==> src/tridr_pkg.sv <==
// Purpose: Constants for the trace resource identification register bank.
// Assumes: AXI4-Lite with 32-bit data; registers at byte offsets chosen for this bank.
// Notes: Field positions follow the identification register layouts.
package tridr_pkg;
    // ************************************************************
    // Register offsets
    // ************************************************************
    localparam logic [11:0] OFS_RESOURCE_ID_FOUR = 12'h000;
    localparam logic [11:0] OFS_RESOURCE_ID_FIVE = 12'h004;
    localparam logic [11:0] OFS_CONFIG_VERSION = 12'h008;

    // ************************************************************
    // Field positions
    // ************************************************************
    localparam int POS_DVC = 4;
    localparam int POS_DAC = 8;
    localparam int POS_ACP = 0;
    localparam int POS_RSP = 16;
    localparam int POS_RED = 31;
    localparam int POS_CNT = 28;
    localparam int POS_SEQ = 25;
    localparam int POS_LPO = 23;
    localparam int POS_TRG = 22;
    localparam int POS_TID = 16;
    localparam int POS_EXS = 9;
    localparam int POS_EXN = 0;

    // ************************************************************
    // Limits and fixed values
    // ************************************************************
    localparam logic [3:0] MAX_DVC = 4'h8;
    localparam logic [3:0] MAX_ACP = 4'h2;
    localparam logic [2:0] MAX_CNT = 3'h4;
    localparam logic [2:0] SEQ_FOUR = 3'h4;
    localparam logic [2:0] MAX_EXS = 3'h4;
    localparam logic [8:0] MAX_EXN = 9'h100;
    localparam logic [8:0] FLAT_EXN = 9'h004;
    localparam logic [5:0] TRACE_ID_WIDTH = 6'h07;

    // ************************************************************
    // Bus response codes
    // ************************************************************
    localparam logic [1:0] RESP_OKAY = 2'h0;
    localparam logic [1:0] RESP_SLVERR = 2'h2;
endpackage : tridr_pkg

==> src/tridr_regs.sv <==
// Purpose: Read-only resource identification registers reached over AXI4-Lite.
// Assumes: Single clock I_MCLK at 40 MHz; I_NRST active low, asynchronous.
// Notes: Field values are parameters, clamped to the legal codes and their dependencies.
module tridr_regs #(
    parameter logic [3:0] DVC_COUNT = 4'h2,
    parameter logic DAC_SUPPORTED = 1'b0,
    parameter logic [3:0] ACP_COUNT = 4'h2,
    parameter logic [3:0] RSP_COUNT = 4'h4,
    parameter logic RED_COUNTER = 1'b0,
    parameter logic [2:0] CNT_COUNT = 3'h2,
    parameter logic [2:0] SEQ_COUNT = 3'h4,
    parameter logic LPO_SUPPORTED = 1'b1,
    parameter logic LOW_POWER_MODE = 1'b1,
    parameter logic TRG_SUPPORTED = 1'b1,
    parameter logic [2:0] EXS_COUNT = 3'h2,
    parameter logic [8:0] EXN_COUNT = 9'h008,
    parameter logic VERSION_43 = 1'b1
) (
    // Clock and reset
    input wire logic I_MCLK,
    input wire logic I_NRST,
    // Write address channel
    input wire logic I_AWVALID,
    output logic O_AWREADY,
    input wire logic [11:0] I_AWADDR,
    // Write data channel
    input wire logic I_WVALID,
    output logic O_WREADY,
    input wire logic [31:0] I_WDATA,
    input wire logic [3:0] I_WSTRB,
    // Write response channel
    output logic O_BVALID,
    input wire logic I_BREADY,
    output logic [1:0] O_BRESP,
    // Read address channel
    input wire logic I_ARVALID,
    output logic O_ARREADY,
    input wire logic [11:0] I_ARADDR,
    // Read data channel
    output logic O_RVALID,
    input wire logic I_RREADY,
    output logic [31:0] O_RDATA,
    output logic [1:0] O_RRESP
);
    // ************************************************************
    // State
    // ************************************************************
    // The reset synchroniser lives in the state; only its second stage is read.
    typedef struct packed {
        logic [1:0] rst_sync;
        logic aw_got;
        logic w_got;
        logic [11:0] aw_addr;
        logic bvalid;
        logic [1:0] bresp;
        logic rvalid;
        logic [31:0] rdata;
        logic [1:0] rresp;
    } tridr_state_t;

    tridr_state_t st_r;
    tridr_state_t st_nxt;
    logic rst_n;
    assign rst_n = st_r.rst_sync[1];

    // ************************************************************
    // Legalised field values
    // ************************************************************
    logic rsp_zero;
    logic [3:0] dvc_v;
    logic [3:0] acp_v;
    logic [2:0] cnt_v;
    logic [2:0] seq_v;
    logic [2:0] exs_v;
    logic [8:0] exn_v;
    logic [2:0] exs_lim;
    logic lpo_v;
    logic [31:0] id_four;
    logic [31:0] id_five;

    assign rsp_zero = VERSION_43 && (RSP_COUNT == 4'h0);

    // Parameters are pushed onto legal codes here, so a wrong configuration
    // reports a legal value instead of a reserved code.
    // The order matters: the pair check zeroes the input count before the
    // selector limits look at it.
    always_comb begin
        dvc_v = (DVC_COUNT > tridr_pkg::MAX_DVC) ? tridr_pkg::MAX_DVC : DVC_COUNT;
        if (rsp_zero) begin
            dvc_v = 4'h0;
        end
        acp_v = (ACP_COUNT > tridr_pkg::MAX_ACP) ? tridr_pkg::MAX_ACP : ACP_COUNT;
        cnt_v = (CNT_COUNT > tridr_pkg::MAX_CNT) ? tridr_pkg::MAX_CNT : CNT_COUNT;
        seq_v = (SEQ_COUNT == 3'h0) ? 3'h0 : tridr_pkg::SEQ_FOUR;
        exn_v = (EXN_COUNT > tridr_pkg::MAX_EXN) ? tridr_pkg::MAX_EXN : EXN_COUNT;
        if (rsp_zero) begin
            cnt_v = 3'h0;
            seq_v = 3'h0;
            exn_v = 9'h000;
        end
        if (EXS_COUNT == 3'h0 && exn_v > tridr_pkg::FLAT_EXN) begin
            exs_v = 3'h1;
        end else begin
            exs_v = (EXS_COUNT > tridr_pkg::MAX_EXS) ? tridr_pkg::MAX_EXS : EXS_COUNT;
        end
        if (exn_v > tridr_pkg::FLAT_EXN && exs_v == 3'h0) begin
            exs_v = 3'h1;
        end
        exs_lim = (exn_v > 9'h004) ? 3'h4 : exn_v[2:0];
        if (exs_v > exs_lim) begin
            exs_v = exs_lim;
        end
        if (exn_v == 9'h000 || rsp_zero) begin
            exs_v = 3'h0;
        end
        lpo_v = LPO_SUPPORTED | LOW_POWER_MODE;
        id_four = 32'h0;
        id_four[tridr_pkg::POS_DVC +: 4] = dvc_v;
        id_four[tridr_pkg::POS_DAC] = DAC_SUPPORTED;
        id_four[tridr_pkg::POS_ACP +: 4] = acp_v;
        id_four[tridr_pkg::POS_RSP +: 4] = RSP_COUNT;
        id_five = 32'h0;
        id_five[tridr_pkg::POS_RED] = RED_COUNTER && (cnt_v != 3'h0);
        id_five[tridr_pkg::POS_CNT +: 3] = cnt_v;
        id_five[tridr_pkg::POS_SEQ +: 3] = seq_v;
        id_five[tridr_pkg::POS_LPO] = lpo_v;
        id_five[tridr_pkg::POS_TRG] = TRG_SUPPORTED;
        id_five[tridr_pkg::POS_TID +: 6] = tridr_pkg::TRACE_ID_WIDTH;
        id_five[tridr_pkg::POS_EXS +: 3] = exs_v;
        id_five[tridr_pkg::POS_EXN +: 9] = exn_v;
    end

    // ************************************************************
    // Bus slave
    // ************************************************************
    // Every register is read-only, so a write is taken, answered and dropped.
    // Its address is kept only to choose between OKAY and SLVERR.
    // A read is answered one cycle after its address is taken, and the next
    // address waits until the data have been taken, so one read at most is open.
    // The same holds for writes through the held flags and the response.
    logic aw_take;
    logic w_take;
    logic ar_take;
    assign O_AWREADY = rst_n && !st_r.aw_got && !st_r.bvalid;
    assign O_WREADY = rst_n && !st_r.w_got && !st_r.bvalid;
    assign O_ARREADY = rst_n && !st_r.rvalid;
    assign aw_take = I_AWVALID && O_AWREADY;
    assign w_take = I_WVALID && O_WREADY;
    assign ar_take = I_ARVALID && O_ARREADY;

    always_comb begin
        st_nxt = st_r;
        st_nxt.rst_sync = {st_r.rst_sync[0], 1'b1};
        if (aw_take) begin
            st_nxt.aw_got = 1'b1;
            st_nxt.aw_addr = I_AWADDR;
        end
        if (w_take) begin
            st_nxt.w_got = 1'b1;
        end
        // Both halves are held for one cycle first, so the address compare
        // below reads registered state only.
        // Writes acknowledged with no effect.
        if (st_r.aw_got && st_r.w_got) begin
            st_nxt.aw_got = 1'b0;
            st_nxt.w_got = 1'b0;
            st_nxt.bvalid = 1'b1;
            if (st_r.aw_addr == tridr_pkg::OFS_RESOURCE_ID_FOUR ||
                st_r.aw_addr == tridr_pkg::OFS_RESOURCE_ID_FIVE ||
                st_r.aw_addr == tridr_pkg::OFS_CONFIG_VERSION) begin
                st_nxt.bresp = tridr_pkg::RESP_OKAY;
            end else begin
                st_nxt.bresp = tridr_pkg::RESP_SLVERR;
            end
        end
        if (st_r.bvalid && I_BREADY) begin
            st_nxt.bvalid = 1'b0;
        end
        if (ar_take) begin
            st_nxt.rvalid = 1'b1;
            st_nxt.rresp = tridr_pkg::RESP_OKAY;
            case (I_ARADDR)
                tridr_pkg::OFS_RESOURCE_ID_FOUR: begin
                    st_nxt.rdata = id_four;
                end
                tridr_pkg::OFS_RESOURCE_ID_FIVE: begin
                    st_nxt.rdata = id_five;
                end
                tridr_pkg::OFS_CONFIG_VERSION: begin
                    st_nxt.rdata = {31'h0, VERSION_43};
                end
                default: begin
                    st_nxt.rdata = 32'h0;
                    st_nxt.rresp = tridr_pkg::RESP_SLVERR;
                end
            endcase
        end else if (st_r.rvalid && I_RREADY) begin
            st_nxt.rvalid = 1'b0;
        end
    end

    // The reset clears the synchroniser too, so the readies stay low until
    // two edges have passed after the pin is released.
    always_ff @(posedge I_MCLK or negedge I_NRST) begin
        if (!I_NRST) begin
            st_r <= '0;
        end else begin
            st_r <= st_nxt;
        end
    end

    // Every answer on the bus comes straight from a register.
    assign O_BVALID = st_r.bvalid;
    assign O_BRESP = st_r.bresp;
    assign O_RVALID = st_r.rvalid;
    assign O_RDATA = st_r.rdata;
    assign O_RRESP = st_r.rresp;
endmodule : tridr_regs
==> config.mk <==
export PLATFORM = sky130hd
export DESIGN_NAME = tridr_regs
export DESIGN_NICKNAME = d
export VERILOG_FILES = /design/src/tridr_pkg.sv /design/src/tridr_regs.sv
export SDC_FILE = /design/constraint.sdc
export NUM_CORES = 1
export LEC_CHECK = 0
export BUFFER_PORTS_ARGS = -buffer_cell sky130_fd_sc_hd__buf_2
export CORE_MARGIN = 5
export CORE_UTILIZATION = 38
export CTS_CLUSTER_DIAMETER = 50
export DETAILED_ROUTE_END_ITERATION = 16
export PLACE_DENSITY = 0.82
export SETUP_SLACK_MARGIN = 0.15
export SYNTH_ARGS = -nofsm -noshare
export SYNTH_HDL_FRONTEND = slang
export SYNTH_SLANG_ARGS = --single-unit
==> constraint.sdc <==
create_clock -name I_MCLK -period 2 [get_ports I_MCLK]
set_input_delay 0 -clock I_MCLK [delete_from_list [all_inputs] [get_ports I_MCLK]]
set_output_delay 0 -clock I_MCLK [all_outputs]
set_load 0.1 [all_outputs]
## Word-level counts from Yosys, hierarchy flattened

Cells that the tools add are included.

| operators by class | value |
|---|---|
| eq/ne operators | 4 |
| mux-type cells | 10 |
| reductions and logical operators | 24 |

Operators by type and width:

| operator | number |
|---|---|
| one-hot mux 30 bit (3 select lines) | 1 |
| == test 12 x 3 -> 1 bit, second input constant | 2 |
| == test 12 x 4 -> 1 bit, second input constant | 2 |
| zero test 12 bit | 2 |
| logical AND 1 bit | 11 |
| nonzero test 2 bit | 4 |
| 2-to-1 mux 2 bit | 3 |
| 2-to-1 mux 1 bit | 5 |
| zero test 1 bit | 4 |
| 2-to-1 mux 3 bit | 1 |
| OR reduction 3 bit | 1 |
| logical OR 1 bit | 2 |

| storage, ports and cells | value |
|---|---|
| register bits | 54 |
| bits of input ports | 67 |
| output and inout port bits | 41 |
| word-level logic and storage cells | 47 |

## Depth between registers and ports, before layout

| depth | value |
|---|---|
| word-level depth | 6 |
| depth in mapped cells | 4 |
| depth with buffers taken out | 3 |

## Worst setup path after synthesis

Ideal clock, no wire load.

| timing path | value |
|---|---|
| path kind | register to register |
| from | reg st_r, in the netlist O_BVALID |
| to | reg st_r[50] (netlist name) |
| library setup time | 83 ps |
| arrival time | 3414 ps |
| required time | 1917 ps |
| setup slack | -1496 ps |
| stages on the path, launching flop included | 4 |
| buffers on the path | 0 |
| period minus slack after synthesis | 3496 ps |
| cells stage by stage | dfrtp_1 -> nor3b_1 -> nand2_1 -> o21ai_0 |

| between the ends | value |
|---|---|
| word-level cells in the longest chain between the ends | 4 |

RTL lines:

| item | RTL line | source |
|---|---|---|
| start, declared | tridr_regs.sv:61 | `tridr_state_t st_r;` |
| start signal, assigned | tridr_regs.sv:208 | `st_r <= st_nxt;` |
| zero test 1 bit | tridr_regs.sv:145 | `assign O_WREADY = rst_n && !st_r.w_got && !st_r.bvalid;` |
| logical AND 1 bit | tridr_regs.sv:145 |  |
| net O_WREADY | tridr_regs.sv:28 | `output logic O_WREADY,` |
| logical AND 1 bit | tridr_regs.sv:148 | `assign w_take = I_WVALID && O_WREADY;` |
| nonzero test 2 bit (no line) | - |  |

The timed path passes the listed nets, and every way through them passes these cells.
A chain may end at the register's enable or synchronous reset.

## Worst setup path in the final report

| timing path | value |
|---|---|
| from | reg st_r, in the netlist O_BVALID |
| to | out O_AWREADY |

| between the ends | value |
|---|---|
| word-level cells in the longest chain between the ends | 2 |

RTL lines:

| item | RTL line | source |
|---|---|---|
| zero test 1 bit | tridr_regs.sv:144 | `assign O_AWREADY = rst_n && !st_r.aw_got && !st_r.bvalid;` |
| logical AND 1 bit | tridr_regs.sv:144 |  |
| end, declared | tridr_regs.sv:24 | `output logic O_AWREADY,` |

No other way between the ends.

==> impl_metrics.env <==
export IMPL_cap_violations=0
export IMPL_rsz0062_at_grt="no"
export IMPL_port_buffers=49
export IMPL_cts_buffers=3
export IMPL_crit_family="flip-flops"
export IMPL_synth_ff_type="dfrtp_1"
export IMPL_yosysSeqAreaShare_pct=47.9
export IMPL_final_net_count=234
export IMPL_dr_pass1_iters=4
export IMPL_chipHeight_microns=67.5
export IMPL_power_frac_seq_pct=44.0
export IMPL_regArea_sq_um=604
export IMPL_timing_critical_path_arrival_ns=1.49
export IMPL_async_reset_ff_share_pct=100
export IMPL_postCtsSetupRepairBufs=0
export IMPL_hpwl_mm=2.04
export IMPL_die_x_microns=67.5
export IMPL_internal_power_mw=0.975
export IMPL_vias=864
export IMPL_power_switching_mw=0.812
export IMPL_routedWlPerCell_microns=11.9
export IMPL_via_per_inst=4.11
export IMPL_antenna_found_initial=0
export IMPL_insertion_delay_ns=0.30
export IMPL_sw_frac_of_total_pct=45.5
export IMPL_slew_headroom_pct=65.5
export IMPL_critPathBufInv=1
export IMPL_grt_pass1_wl_mm=3.92
export IMPL_fin_crit_sh_pct=74.6
export IMPL_cp_data_required_time_ns=2.00
export IMPL_drc_errors=0
export IMPL_fin_worst_skew_ns=0.00524
export IMPL_synth_top_cell_by_area="dfrtp_1"
export IMPL_ir_drop_uv=339
export IMPL_grt_pass1_vias=856
export IMPL_fp_dieArea_sq_mm=0.00455
export IMPL_yosysMostFrequentCell="buf_4"
export IMPL_synth_distinct_cells=26
export IMPL_drtIter0Drc=37
export IMPL_floorplan_initialDensity_pct=40.4
export IMPL_routed_wl_mm=2.51
export IMPL_crit_path_max_fanout=4
export IMPL_ios=108
export IMPL_post_cts_resized=0
export IMPL_nFillCells=290
export IMPL_start_kind="flop"
export IMPL_power_density_mw_per_mm2=1120
export IMPL_crit_chain="nor3b_4 > buf_2"
export IMPL_syn_area_sq_mm=0.00125
export IMPL_cts_sinks=24
export IMPL_routabilityCongestion=0.746
export IMPL_syn_avg_cell_area_sq_um=11.3
export IMPL_core_sq_mm=0.00310
export IMPL_holdCritPathClass="in2reg"
export IMPL_diodes=0
export IMPL_synth_edf_count=0
export IMPL_endpoint_kind="output pin"
export IMPL_status="finished clean"
export IMPL_clock_root_buffer="clkbuf_4"
export IMPL_htree_levels=1
export IMPL_cts_tree="yes"
export IMPL_tns_ns=0
export IMPL_grt_usage_pct=11.2
export IMPL_p_leak_nw=0.811
export IMPL_worst_path_max_delay_cell="dfrtp_4"
export IMPL_final_core_util_pct=51.3
export IMPL_final_min_clock_period_ns=1.49
export IMPL_synth_seq_cells=24
export IMPL_final_hold_violation_count=0
export IMPL_hold_buffers=18
export IMPL_areaGrowthSynthToFinish_pct=26.8
export IMPL_path_clk_slew_ns=0.12
export IMPL_syn_instance_count=111
export IMPL_multi_input_area_sq_um=455
export IMPL_worstSetupPathType="reg2out"
export IMPL_grt_max_degree=25
export IMPL_setup_viol=0
export IMPL_num_rows=20
export IMPL_power_frac_comb_pct=42.4
export IMPL_synth_top_cell_area_share_pct=47.9
export IMPL_fmax_mhz=671
export IMPL_tightest_slew_ns=0.517
export IMPL_ys_top_cells_by_area="dfrtp_1, buf_4, mux2_1"
export IMPL_drive_gt1_share_pct=38.0
export IMPL_cpPeakStageDelay_ns=0.53
export IMPL_power_frac_clock_pct=13.6
export IMPL_synth_warnings=0
export IMPL_ys_top_cells_by_count="buf_4, dfrtp_1, mux2_1, nand2_1"
export IMPL_slew_violations=0
export IMPL_overflow=0
export IMPL_clock_path_buffers=2
export IMPL_ant_nets=0
==> layer usage <==
metal  part of all wire (%)  wire (microns)  GRT usage (%)  vias up
li1                       -               -              -      426
met1                     38             947           14.6      402
met2                     53            1320           18.0       34
met3                    8.4             210           2.50        2
met4                    1.0              25           4.56        0
met5                      0               0              0        -
==> logic make-up (layout without fill, tap and decap cells) <==
group / count (synthesis) / after routing / share of synthesized area (%)
muxes: 13 / 13 / 11.6
buffers and inverters: 41 / 75 / 23.3
and+or+nand+nor: 20 / 20 / 9.47
AOI/OAI and AO/OA: 11 / 11 / 7.18
other: 2 / 23 / 0.598
DFF: 24 / 24 / 47.9
==> final cells by class <==
class | count | share of cell area [%]
Multi-Input combinational cell | 67 | 28.6
Tap cell | 44 | 3.46
Timing Repair Buffer | 67 | 26.7
Clock buffer | 4 | 2.28
Inverter | 4 | 0.943
Sequential cell | 24 | 38.0
==> placed cells by master (no fill, tap or decap) <==
master and n:
a2111oi_4 1, a21o_1 1, a21oi_1 1, a2bb2oi_1 1
a31oi_1 1, and2_1 1, and2_4 1, buf_2 49
clkbuf_4 3, clkbuf_8 1, conb_1 23, dfrtp_1 23
dfrtp_4 1, dlygate4sd3_1 18, inv_1 4, mux2_1 9
mux2_2 3, mux2i_1 1, nand2_1 7, nand3b_1 1
nand4b_1 1, nor2_1 2, nor2b_2 1, nor3_1 1
nor3b_2 1, nor3b_4 1, nor4_1 2, o21ai_0 4
o31ai_1 2, or4_4 1
==> through the flow <==
stage	worst slack, ns	hold slack, ns	std cells	power [mW]	area, sq um
4_1_cts	0.491	0.0871	210	1.80	1590
3_5_place_dp	0.537	-0.000175	188	1.54	1380
2_1_floorplan	-0.422	-0.296	132	1.44	1360
6_report	0.509	0.106	210	1.79	1590
3_3_place_gp	0.563	-0.00210	188	1.50	1380
5_1_grt	0.443	0.0893	210	1.89	1590
==> power groups by stage <==
stage / sequential, mW / clock, mW / combinational (mW)
floorplan: 0.858 / 0 / 0.583
global placement: 0.786 / 0 / 0.719
detailed placement: 0.800 / 0 / 0.736
CTS: 0.788 / 0.250 / 0.765
global route: 0.813 / 0.275 / 0.800
finish: 0.786 / 0.242 / 0.759
==> worst register-to-register path, stage by stage (launching register included) <==
cell and delay, ns:
dfrtp_4 0.53, nor3b_4 0.20, and2_4 0.28, mux2_1 0.35
==> registers in the layout, indices dropped and copies added, names as in the netlist <==
name,cells
O_BVALID,1
O_RVALID,1
st_r,14
st_nxt,1
rst_n,1
O_RDATA,4
O_RRESP,1
O_BRESP,1
==> final timing paths <==
| kind | to | cells past startpoint | from | slack [ns] |
|---|---|---|---|---|
| worst min-delay path | O_RDATA[5] | 4 | I_ARADDR[10] | 0.11 |
| worst max register to register | st_r[48] | 3 | O_BVALID | 0.53 |
| worst min register to register | rst_n | 0 | st_nxt[53] | 0.36 |
| max in group asynchronous | O_BVALID | 2 | I_NRST | 1.42 |
| worst max-delay path | O_AWREADY | 2 | O_BVALID | 0.51 |
| min in group asynchronous | O_RDATA[18] | 2 | I_NRST | 0.19 |
No activity file was read; power rests on OpenSTA's default activity.
